**src/hdl/comparator_control_pkg.sv**
```systemverilog
// constants, register map and state layout for the comparator control block
// assumes a single clock domain with four clock periods per instruction cycle
`default_nettype none

package comparator_control_pkg;

    // ========================================================================
    // register bus shape and offsets
    localparam int ADDR_W = 3;
    localparam int DATA_W = 8;
    localparam logic [ADDR_W-1:0] OFS_CMP_CTRL = 3'h0;
    localparam logic [ADDR_W-1:0] OFS_TIMER_LINK = 3'h1;
    localparam logic [ADDR_W-1:0] OFS_IRQ_CTRL = 3'h2;
    localparam logic [ADDR_W-1:0] OFS_PERIPH_EN = 3'h3;
    localparam logic [ADDR_W-1:0] OFS_PERIPH_FLAG = 3'h4;

    // ========================================================================
    // field positions
    localparam int CC_ON_BIT = 7;
    localparam int CC_RESULT_BIT = 6;
    localparam int CC_OE_BIT = 5;
    localparam int CC_POL_BIT = 4;
    localparam int CC_REF_BIT = 2;
    localparam int CC_CHAN_BIT = 0;
    localparam int TL_RESULT_BIT = 0;
    localparam int IC_GIE_BIT = 7;
    localparam int IC_PERIPHERAL_IRQ_ENABLE_BIT = 6;
    localparam int PE_CMP_BIT = 3;
    localparam int PF_CMP_BIT = 3;

    // ========================================================================
    // reset values and timing
    localparam logic [DATA_W-1:0] REG_RESET = 8'h00;
    localparam logic [DATA_W-1:0] TL_WRITE_MASK = 8'hFE;
    localparam int PHASES = 4;
    localparam logic [1:0] FIRST_PHASE = 2'h0;
    localparam logic [1:0] LAST_PHASE = 2'(PHASES - 1);

    // ========================================================================
    // analog front end controls
    typedef struct packed {
        logic power;
        logic channel;
        logic reference;
    } analog_ctrl_s;

    // complete state of the block
    typedef struct packed {
        logic sync_a;
        logic sync_b;
        logic [1:0] phase;
        logic on;
        logic oe;
        logic pol;
        logic ref_sel;
        logic chan;
        logic [DATA_W-1:0] link;
        logic global_irq_enable;
        logic peripheral_irq_enable;
        logic cie;
        logic flag;
        logic held;
        logic sample;
        logic mis_q;
        logic [DATA_W-1:0] rdata;
    } cmp_state_s;

endpackage : comparator_control_pkg

`default_nettype wire

```
**src/hdl/comparator_control_and_irq.sv**
```systemverilog
// comparator control registers, change detector and interrupt request logic
// assumes the analog comparator output is asynchronous and that the port
// latch and pin direction come from logic on clk_in
//
// Implementation choices: the register addresses and the plain strobed port.
`default_nettype none

// Functional notes
// comparator powered only while comparator_on is set
// input_channel_select routes one analog pin to the inverting input
// reference_select picks internal reference or pin for non-inverting input
// pin shows result only with output enable, pin output, comparator on
// output_pin_enable overrides port latch regardless of comparator_on
// internal result registered each instruction cycle, pin unlatched
// output_invert flips the sense of the comparison result
// first latch captures result on every control register read
// second latch samples result on every first clock phase
// mismatch is xor of latches, cleared by read or return
// control register write also reloads first latch, clears mismatch
// change detection independent of output_pin_enable
// flag set on mismatch rising edge, not on its level
// after resync, return to old level raises the flag again
// software clears flag by writing 0; writing 1 sets it
// request needs all three enables; flag sets regardless
// comparator result readable as status bit at any time
// flag wakes from sleep with comparator and peripheral enables
// reset returns timer link register and comparator to off
// software waits about 1 us, clears mismatch and flag first
// raw comparator output passes a two-stage synchroniser
module comparator_control_and_irq
    import comparator_control_pkg::*;
(
    input wire logic clk_in,
    input wire logic rst_n_in,
    input wire logic ce_in,
    input wire logic [ADDR_W-1:0] addr_in,
    input wire logic [DATA_W-1:0] wdata_in,
    input wire logic wr_in,
    input wire logic rd_in,
    output logic [DATA_W-1:0] rdata_out,
    input wire logic analog_cmp_raw_in,
    output analog_ctrl_s analog_ctrl_out,
    input wire logic pin_direction_in,
    input wire logic port_latch_in,
    output logic pin_data_out,
    output logic pin_oe_out,
    output logic irq_out,
    output logic wake_out
);

    // ========================================================================
    // state
    cmp_state_s st;
    cmp_state_s next_st;

    logic wr_ctrl;
    logic rd_ctrl;
    logic wr_flag;
    logic cur_result;
    logic mismatch;
    logic next_mismatch;

    // the same bit test serves every single-bit write field
    function automatic logic bit_of(input logic [DATA_W-1:0] v, input int b);
        bit_of = v[b];
    endfunction : bit_of

    // ========================================================================
    // decode and comparator view
    assign wr_ctrl = wr_in && (addr_in == OFS_CMP_CTRL);
    assign rd_ctrl = rd_in && (addr_in == OFS_CMP_CTRL);
    assign wr_flag = wr_in && (addr_in == OFS_PERIPH_FLAG);
    // polarity applied to synchronised output; dead comparator reads low
    assign cur_result = st.on && (st.sync_b ^ st.pol);
    assign mismatch = st.held ^ st.sample;

    // ========================================================================
    // next state
    always_comb
    begin
        next_st = st;
        next_mismatch = 1'b0;
        // two flops before anything reads the raw level
        next_st.sync_a = analog_cmp_raw_in;
        next_st.sync_b = st.sync_a;
        // instruction cycle phase counter
        if (st.phase == LAST_PHASE)
        begin
            next_st.phase = FIRST_PHASE;
        end
        else
        begin
            next_st.phase = st.phase + 2'h1;
        end
        // second latch, registered once per instruction cycle
        if (st.phase == FIRST_PHASE)
        begin
            next_st.sample = cur_result;
        end
        // a read or a write of the control register resyncs the first latch
        if (rd_ctrl || wr_ctrl)
        begin
            next_st.held = st.sample;
        end
        next_st.mis_q = mismatch;
        // register writes
        if (wr_ctrl)
        begin
            next_st.on = bit_of(wdata_in, CC_ON_BIT);
            next_st.oe = bit_of(wdata_in, CC_OE_BIT);
            next_st.pol = bit_of(wdata_in, CC_POL_BIT);
            next_st.ref_sel = bit_of(wdata_in, CC_REF_BIT);
            next_st.chan = bit_of(wdata_in, CC_CHAN_BIT);
        end
        else if (wr_in && (addr_in == OFS_TIMER_LINK))
        begin
            next_st.link = wdata_in & TL_WRITE_MASK;
        end
        else if (wr_in && (addr_in == OFS_IRQ_CTRL))
        begin
            next_st.global_irq_enable = bit_of(wdata_in, IC_GIE_BIT);
            next_st.peripheral_irq_enable = bit_of(wdata_in, IC_PERIPHERAL_IRQ_ENABLE_BIT);
        end
        else if (wr_in && (addr_in == OFS_PERIPH_EN))
        begin
            next_st.cie = bit_of(wdata_in, PE_CMP_BIT);
        end
        else if (wr_flag)
        begin
            next_st.flag = bit_of(wdata_in, PF_CMP_BIT);
        end
        // edge, not level, sets the flag; a set beats a same-cycle clear
        if (mismatch && !st.mis_q)
        begin
            next_st.flag = 1'b1;
        end
        // read data for the cycle after the strobe
        next_st.rdata = REG_RESET;
        if (rd_in)
        begin
            if (addr_in == OFS_CMP_CTRL)
            begin
                next_st.rdata[CC_ON_BIT] = st.on;
                next_st.rdata[CC_RESULT_BIT] = st.sample;
                next_st.rdata[CC_OE_BIT] = st.oe;
                next_st.rdata[CC_POL_BIT] = st.pol;
                next_st.rdata[CC_REF_BIT] = st.ref_sel;
                next_st.rdata[CC_CHAN_BIT] = st.chan;
            end
            else if (addr_in == OFS_TIMER_LINK)
            begin
                next_st.rdata = st.link;
                next_st.rdata[TL_RESULT_BIT] = st.sample;
            end
            else if (addr_in == OFS_IRQ_CTRL)
            begin
                next_st.rdata[IC_GIE_BIT] = st.global_irq_enable;
                next_st.rdata[IC_PERIPHERAL_IRQ_ENABLE_BIT] = st.peripheral_irq_enable;
            end
            else if (addr_in == OFS_PERIPH_EN)
            begin
                next_st.rdata[PE_CMP_BIT] = st.cie;
            end
            else if (addr_in == OFS_PERIPH_FLAG)
            begin
                next_st.rdata[PF_CMP_BIT] = st.flag;
            end
        end
        next_mismatch = next_st.held ^ next_st.sample;
    end

    // ========================================================================
    // state register; clock enable freezes everything
    always_ff @(posedge clk_in or negedge rst_n_in)
    begin
        if (!rst_n_in)
        begin
            st <= '0;
        end
        else if (ce_in)
        begin
            st <= next_st;
        end
    end

    // ========================================================================
    // outputs
    assign rdata_out = st.rdata;
    // analog selects follow the register bits directly; one assignment
    // fills the whole struct so the output variable has a single driver
    assign analog_ctrl_out = analog_ctrl_s'{
        power: st.on,
        channel: st.chan,
        reference: st.ref_sel
    };
    // pin is not latched per instruction cycle, so it tracks the synchroniser
    // and leads the status bit by up to one instruction cycle
    assign pin_data_out = st.oe ? cur_result : port_latch_in;
    assign pin_oe_out = !pin_direction_in;
    assign irq_out = st.flag && st.cie && st.peripheral_irq_enable && st.global_irq_enable;
    // comparator keeps running in sleep; only the two enables gate wake
    assign wake_out = st.flag && st.cie && st.peripheral_irq_enable;
endmodule : comparator_control_and_irq

`default_nettype wire

```
**config.mk**
```make
export PLATFORM = sky130hd
export DESIGN_NAME = comparator_control_and_irq
export DESIGN_NICKNAME = d
export VERILOG_FILES = /design/src/hdl/comparator_control_pkg.sv /design/src/hdl/comparator_control_and_irq.sv
export SDC_FILE = /design/constraint.sdc
export NUM_CORES = 1
export LEC_CHECK = 0
export BUFFER_PORTS_ARGS = -buffer_cell sky130_fd_sc_hd__buf_2
export CAP_MARGIN = 20
export CELL_PAD_IN_SITES_DETAIL_PLACEMENT = 2
export CELL_PAD_IN_SITES_GLOBAL_PLACEMENT = 2
export CORE_AREA = 3 3 70 72
export DETAILED_ROUTE_END_ITERATION = 12
export DIE_AREA = 0 0 73 75
export PLACE_DENSITY_LB_ADDON = 0.1
export SLEW_MARGIN = 0
export SYNTH_ARGS = -nofsm -noshare
export SYNTH_HDL_FRONTEND = slang
export SYNTH_SLANG_ARGS = --single-unit
```
**constraint.sdc**
```tcl
create_clock -name clk_in -period 2.3 [get_ports clk_in]
set_input_delay 0.46 -clock clk_in [delete_from_list [all_inputs] [get_ports clk_in]]
set_output_delay 0.46 -clock clk_in [all_outputs]
set_load 0.01 [all_outputs]
```
## Word-level counts from Yosys, hierarchy flattened

Index checks and enable logic that the tools add are counted.

- Register bits after elaboration: 31
- Bits of input ports: 19
- Output and inout bits: 15
- Word-level logic and storage cells: 78

- $add $sub $neg: 1
- Equal/unequal tests: 9
- Mux-type cells: 22
- Bitwise operators: 5
- Reductions and logical operators: 24

Operators with widths:

| operator | number |
|---|---|
| $mux W1 | 15 |
| $logic_and A1 B1 Y1 | 11 |
| $mux W2 | 4 |
| $mux W8 | 1 |
| $ne A2 B1 Y1 const B | 4 |
| $eq A3 B2 Y1 const B | 2 |
| $reduce_and A2 Y1 | 3 |
| $reduce_and A6 Y1 | 1 |
| $reduce_and A5 Y1 | 1 |
| $mux W4 | 1 |
| $reduce_and A4 Y1 | 1 |
| $eq A3 B1 Y1 const B | 1 |
| $eq A3 B3 Y1 const B | 1 |
| $logic_not A3 Y1 | 1 |
| $mux W3 | 1 |
| $not A1 Y1 | 3 |
| $reduce_and A3 Y1 | 1 |
| $add A2 B1 Y2 const B | 1 |
| $eq A2 B2 Y1 const B | 1 |
| $logic_not A1 Y1 | 2 |
| $logic_not A2 Y1 | 1 |
| $reduce_bool A2 Y1 | 1 |
| $xor A1 B1 Y1 | 2 |
| $logic_or A1 B1 Y1 | 1 |

## Logic depth before layout (Yosys ltp)

Gate-level depths: netlist (run 1).

- Depth in word-level cells: 8
- Depth in mapped cells: 4
- Depth with buffers taken out: 4

## Worst setup path before layout (run 1)

No wires, ideal clock.

- Path type: input to register
- Start: input port addr_in[1]
- End: register st[16] (netlist name)
- Library setup time: 0.125 ns
- Data arrival time: 1.502 ns
- Required time: 2.175 ns
- Path slack: 0.673 ns
- Stages on the path: 4
- Path buffers: 1
- Cells stage by stage: buf_4 -> or3b_4 -> nor2_8 -> mux2_2

- Longest elaborated chain between the ends: 4
- Elaborated cells between the ends (all ways): 6
- Those cells by class: eq/ne: 1; bitwise: 1; reduce/logical: 4

Ends and longest elaborated chain:

| element | line | RTL |
|---|---|---|
| start: declaration | comparator_control_and_irq.sv:36 | `input wire logic [ADDR_W-1:0] addr_in,` |
| $logic_not A3 Y1 | comparator_control_and_irq.sv:70 | `assign wr_ctrl = wr_in && (addr_in == OFS_CMP_CTRL);` |
| $logic_and A1 B1 Y1 | comparator_control_and_irq.sv:70 |  |
| $not A1 Y1 (no source line) | - |  |
| $reduce_and A3 Y1 (no source line) * | - |  |
| end signal: assignment | comparator_control_and_irq.sv:182 | `st <= next_st;` |
| end: declaration | comparator_control_and_irq.sv:53 | `cmp_state_s st;` |

Every way passes the cells marked *; elsewhere a longest branch is shown, timed or not.
A chain may end at the register's enable or synchronous reset.

## Worst setup path in the final report (run 1)

- Start: register st[25] (netlist name)
- End: output port pin_data_out

- Longest elaborated chain between the ends: 3

Ends and longest elaborated chain:

| element | line | RTL |
|---|---|---|
| $xor A1 B1 Y1 | comparator_control_and_irq.sv:74 | `assign cur_result = st.on && (st.sync_b ^ st.pol);` |
| $logic_and A1 B1 Y1 | comparator_control_and_irq.sv:74 |  |
| $mux W1 | comparator_control_and_irq.sv:198 | `assign pin_data_out = st.oe ? cur_result : port_latch_in;` |
| end: declaration | comparator_control_and_irq.sv:45 | `output logic pin_data_out,` |

Every way passes these cells.

==> flow_metrics.tcl, run 1 <==
set metrics [dict create \
    status "complete, no violations" \
    io_buffers 33 \
    rr_startpoint "st[9]" \
    drc 0 \
    cts_made_buffers 5 \
    leakage_nw 0.8773 \
    core_mm2 0.004354 \
    dp_hpwl_um 2724 \
    synth_top_family_by_area "simple AND/OR/NAND/NOR gates" \
    layout.nets 177 \
    cp-start-kind "register" \
    seqPwrFrac_pct 46.0 \
    yosysWarnings 0 \
    synth_xor_xnor_area_share_pct 1.115 \
    placementRows 24 \
    clkPwrFrac_pct 34.2 \
    vias 1089 \
    arrival_ns 1.43 \
    insertedDiodeCount 0 \
    cts_sinks 31 \
    ios 34 \
    path_clk_slew_ns 0.07 \
    gp_routability_congestion 0.7574 \
    power.density_mw_per_mm2 905.5 \
    reg2reg_depth 3 \
    final.setup.worst_slack_ns 0.4073 \
    ys.flop_type "dfrtp_1" \
    vdd_drop_max_v 0.0003115 \
    synth.distinct_cells 37 \
    pre_cts_slack_ns 0.4825 \
    ant_nets 0 \
    post_cts_buffers 0 \
    synth_top_area_share_pct 49.36 \
    rsz0062_at_grt "no" \
    cts_resized 0 \
    antenna_found_initial 0 \
    avgSynthCellArea_um2 12.00 \
    skew_ns 0.01081 \
    ys_ff_latch 31 \
    power_frac_comb_pct 19.8 \
    hold_class "in -> async" \
    crit_chain "xor2_1, and2_1, mux2_2, buf_2" \
    crit_family "flip-flops" \
    cts_max_level 2 \
    area.growth.synth_to_final_pct 15.05 \
    synthMuxAreaShare_pct 14.33 \
    syn-num-nets 152 \
    die_h_um 75 \
    drv_cap 0 \
    worstPathRequired_ns 1.84 \
    worst-slew-pin-transition_ns 0.7135 \
    clk_path_buf_depth 2 \
    intPower_mw 1.180 \
    cp_slowest_cell "dfrtp_1" \
    critPathBufInv 1 \
    timing.final.crit_share_pct 82.29 \
    postCtsHoldBufs 0 \
    p_switching_mw 0.4570 \
    end_kind "output pin" \
    ys_top_cells_by_count "dfrtp_1 (31), mux2_2 (20), buf_4 (13), inv_1 (8), nor2b_1 (6)" \
    grt_start_max_net_pins 32 \
    netlist_top_cells_area "dfrtp_1 (49%), mux2_2 (14%), buf_4 (6.2%)" \
    netlist_instances 131 \
    setup_violations 0 \
    synth_most_common_cell "dfrtp_1" \
    drive_gt1_share_pct 43.95 \
    avgViaCountPerCell 5.211 \
    hold_viol 0 \
    cts_tree "yes" \
    tns_ns 0 \
    synth_fa_ha_area_share_pct 1.592 \
    rrSetupSlack_ns 0.94 \
    final.min_clock_period_ns 1.893 \
    synthSimpleGateAreaFrac_pct 14.57 \
    critPathKind "reg -> out" \
    clkLatencyLatePin_ns 0.29 \
    relSlewSlack_pct 52.43 \
    die-area_mm2 0.005475 \
    grt_usage_pct 15.51 \
    grt_pass1_wl_um 6196 \
    wl_per_cell_um 17.64 \
    wl_um 3687 \
    grt_pass1_vias 1171 \
    firstDrtPassIters 4 \
    cts-root-buf "clkbuf_8" \
    switching_share_pct 27.92 \
    yosys.area.top_type "dfrtp_1" \
    cp_max_fo 3 \
    dieWidth_um 73 \
    drt-initial-drc-count 36 \
    rr_endpoint "st[11]" \
    grt-ovfl-total 0 \
    drv_slew 0 \
    cpPeakStageDelay_ns 0.42 \
    async_flop_share_pct 100.0 \
    synth-edff-count 0 \
    max_freq_mhz 528.4 \
    initial_core_util_pct 36.09 \
    synth_compound_area_share_pct 9.554 \
    synth_area_mm2 0.001572 \
    ys_seq_area_share_pct 49.36 \
]
-- final cells by class --
class | instances | area (µm²)
clock buffers | 6 | 82.58
clock inverters | 2 | 35.03
fillers | 461 | 2546
inverters | 8 | 30.03
multi-input cells | 76 | 646.9
flip-flops and latches | 31 | 775.7
well taps | 52 | 65.06
repair buffers | 34 | 172.7
-- power by group through the flow --
stage                     registers, mW  logic (mW)  clock network [mW]
after floorplan                   0.732       0.256                   0
after global placement            0.756       0.313                   0
after detailed placement          0.765       0.333                   0
after CTS                         0.755       0.335               0.583
after global routing              0.776       0.370               0.611
final                             0.753       0.325               0.559
-- layout by cell type (no fill, tap or decap), types with 4 or more instances in the layout --
master / count
nor2b_1: 6
buf_2: 33
inv_1: 8
dfrtp_1: 31
nor2_1: 5
nand2_1: 4
mux2_2: 20
a221o_1: 4
clkbuf_8: 6
o21ai_0: 4
-- state kept, by name, summed over array words and instances, names as in the netlist --
signal           count
analog_ctrl_out      3
st                  19
next_st              1
rdata_out            8
-- metal layers --
| metal | GRT usage, % | wire length (µm) | vias to the layer above |
|---|---|---|---|
| met5 | 0 | 0 | - |
| met4 | 6.762 | 69 | 0 |
| met3 | 4.940 | 163 | 7 |
| met2 | 25.22 | 1882 | 22 |
| met1 | 18.93 | 1572 | 564 |
| li1 | - | - | 496 |
-- worst max path at each step --
| stage | start | slack (ns) | endpoint | cells after the start |
|---|---|---|---|---|
| 2_1_floorplan | addr_in[1] | 0.67 | st[16] | 4 |
| 3_3_place_gp | addr_in[0] | 0.50 | st[20] | 4 |
| 3_5_place_dp | addr_in[0] | 0.48 | st[19] | 4 |
| 4_1_cts | st[25] | 0.38 | pin_data_out | 4 |
| 5_1_grt | st[25] | 0.34 | pin_data_out | 4 |
| 6_report | st[25] | 0.41 | pin_data_out | 4 |
-- logic make-up (layout without fill, tap and decap cells) --
logic type / Yosys count / count (layout)
AND/OR/NAND/NOR: 34 / 34
adder cells (fa/ha/maj): 2 / 2
buffers and inverters: 24 / 50
flip-flops: 31 / 31
AO/OA/AOI/OAI: 18 / 18
XOR/XNOR: 2 / 2
multiplexers: 20 / 20
-- stage by stage --
stage | utilization (%) | std cells | total power, mW | area, µm² | hold WS [ns]
floorplan | - | 131 | 0.9876 | 1572 | 0.1644
global placement | 38.82 | 201 | 1.069 | 1690 | 0.4792
detailed placement | 38.82 | 201 | 1.097 | 1690 | 0.4854
CTS | 41.52 | 209 | 1.673 | 1808 | 0.2333
global route | 41.52 | 209 | 1.757 | 1808 | 0.2631
finish | 41.52 | 209 | 1.637 | 1808 | 0.2210
Note: power is estimated with default switching activity, not from simulation.
==> run 2, diff against run 1 <==
--- a/config.mk
+++ b/config.mk
@@ -9,9 +9,9 @@
 export CAP_MARGIN = 20
 export CELL_PAD_IN_SITES_DETAIL_PLACEMENT = 2
 export CELL_PAD_IN_SITES_GLOBAL_PLACEMENT = 2
-export CORE_AREA = 3 3 70 72
+export CORE_AREA = 3 3 76 78
 export DETAILED_ROUTE_END_ITERATION = 12
-export DIE_AREA = 0 0 73 75
+export DIE_AREA = 0 0 79 81
 export PLACE_DENSITY_LB_ADDON = 0.1
 export SLEW_MARGIN = 0
 export SYNTH_ARGS = -nofsm -noshare
==> constraint.sdc (replaced) <==
create_clock -name clk_in -period 1.7 [get_ports clk_in]
set_input_delay 0.34 -clock clk_in [delete_from_list [all_inputs] [get_ports clk_in]]
set_output_delay 0.34 -clock clk_in [all_outputs]
set_load 0.01 [all_outputs]
==> flow_metrics.tcl, run 2 (synthesis results as in run 1) <==
set metrics [dict create \
    status "complete, no violations" \
    grt_start_max_net_pins 18 \
    mostFrequentLayoutCell "buf_2" \
    end_kind "output pin" \
    die-area_mm2 0.006399 \
    ff_latch_area_um2 775.7 \
    final_cell_mix "buf_2 (32), dfrtp_1 (31), mux2_2 (19)" \
    hold_class "in -> async" \
    worstPathRequired_ns 1.36 \
    grt_usage_pct 13.54 \
    leakage_nw 0.9090 \
    pre_cts_slack_ns 0.06006 \
    grt_pass1_wl_um 6624 \
    ios 34 \
    avgViaCountPerCell 4.681 \
    ant_nets 0 \
    cts-root-buf "clkbuf_8" \
    drv_cap 0 \
    postLayoutCellArea_mm2 0.001886 \
    skew_ns 0.001905 \
    p_switching_mw 0.6019 \
    multi_input_comb_area_um2 653.1 \
    power.density_mw_per_mm2 1160 \
    cts_max_level 2 \
    instances_no_fill 232 \
    cp-start-kind "register" \
    setup_violations 0 \
    drt-initial-drc-count 39 \
    rrSetupSlack_ns 0.36 \
    layout.nets 183 \
    placementRows 26 \
    drv_slew 0 \
    area.growth.synth_to_final_pct 19.98 \
    vdd_drop_max_v 0.0004096 \
    intPower_mw 1.586 \
    relSlewSlack_pct 69.81 \
    path_clk_slew_ns 0.06 \
    clkPwrFrac_pct 31.2 \
    rsz0062_at_grt "yes" \
    worst-slew-pin-transition_ns 0.4528 \
    drive_gt1_share_pct 45.68 \
    largest_reg_flops 19 \
    grt_pass1_vias 1270 \
    antenna_found_initial 0 \
    clk_path_buf_depth 2 \
    arrival_ns 1.35 \
    hold_viol 0 \
    dp_cells 223 \
    cp_max_fo 2 \
    die_h_um 81 \
    firstDrtPassIters 4 \
    cts_tree "yes" \
    critPathKind "reg -> out" \
    wl_um 3915 \
    seqPwrFrac_pct 46.8 \
    num-fill-cells 597 \
    insertedDiodeCount 0 \
    vias 1086 \
    io_buffers 33 \
    top_register "st" \
    initial_core_util_pct 30.57 \
    grt-ovfl-total 0 \
    final.setup.worst_slack_ns 0.008852 \
    timing.final.crit_share_pct 99.48 \
    clkLatencyLatePin_ns 0.27 \
    tns_ns 0 \
    power_frac_comb_pct 22.0 \
    final.min_clock_period_ns 1.691 \
    place_area_mm2 0.001755 \
    wl_per_cell_um 16.88 \
    cts_made_buffers 5 \
    max_freq_mhz 591.3 \
    dp_hpwl_um 3003 \
    power_mw 2.188 \
    cts_sinks 31 \
    switching_share_pct 27.51 \
    gp_routability_congestion 0.6831 \
    drc 0 \
    core_mm2 0.005140 \
    dieWidth_um 79 \
]
-- run 2: cell count changes in the layout (fill, tap and decap cells not counted), sizes merged --
cell    previous run  this run
clkinv             1         0
buf               34        40
-- run 2: routing by layer --
metal / track usage, % / vias up / wire length [µm]
met5: 0 / - / 0
met3: 2.993 / 2 / 160
met1: 16.94 / 550 / 1711
met2: 23.91 / 22 / 2026
li1: - / 512 / -
met4: 3.093 / 0 / 15
-- run 2: power by group through the flow --
stage	clock (mW)	sequential (mW)	combinational, mW
6_report	0.683	1.02	0.481
5_1_grt	0.759	1.05	0.551
4_1_cts	0.711	1.03	0.492
3_5_place_dp	0	1.04	0.451
3_3_place_gp	0	1.03	0.435
2_1_floorplan	0	0.990	0.346
-- run 2: worst paths after layout --
kind	endpoint	startpoint	cells after the start
min in group clk_in	next_st[30]	analog_cmp_raw_in	2
max in group asynchronous	rdata_out[5]	rst_n_in	2
hold / removal	st[12]	rst_n_in	1
setup reg to reg	st[11]	st[9]	3
hold reg to reg	rdata_out[6]	rdata_out[6]	1
setup / recovery	pin_data_out	st[30]	4
-- run 2: repair_timing --
action                                  4_1_cts  5_1_grt
setup buffers                                 2        0
pin swaps                                     1        0
hold buffers                                  0        0
resized for setup                             3        0
endpoints found under the setup margin        1        1
-- run 2: area by class of cell --
cell class              instances  share of cell area (%)
inverters                       8                   1.593
repair buffers                 40                   12.54
clock inverters                 1                   1.593
multi-input cells              76                   34.64
clock buffers                   6                   3.849
well taps                      70                   4.645
flip-flops and latches         31                   41.14
-- run 2: critical path, stage by stage, from the launching register on --
cell and delay [ns]:
dfrtp_1 0.39, xor2_1 0.16, and2_4 0.16, mux2_4 0.26, buf_6 0.12
-- run 2: through the flow --
| stage | util, % | hold WS (ns) |
|---|---|---|
| after floorplan | - | 0.04441 |
| after global placement | 34.15 | 0.3169 |
| after detailed placement | 34.15 | 0.3232 |
| after CTS | 36.68 | 0.02634 |
| after global routing | 36.68 | 0.02943 |
| final | 36.68 | 0.01206 |
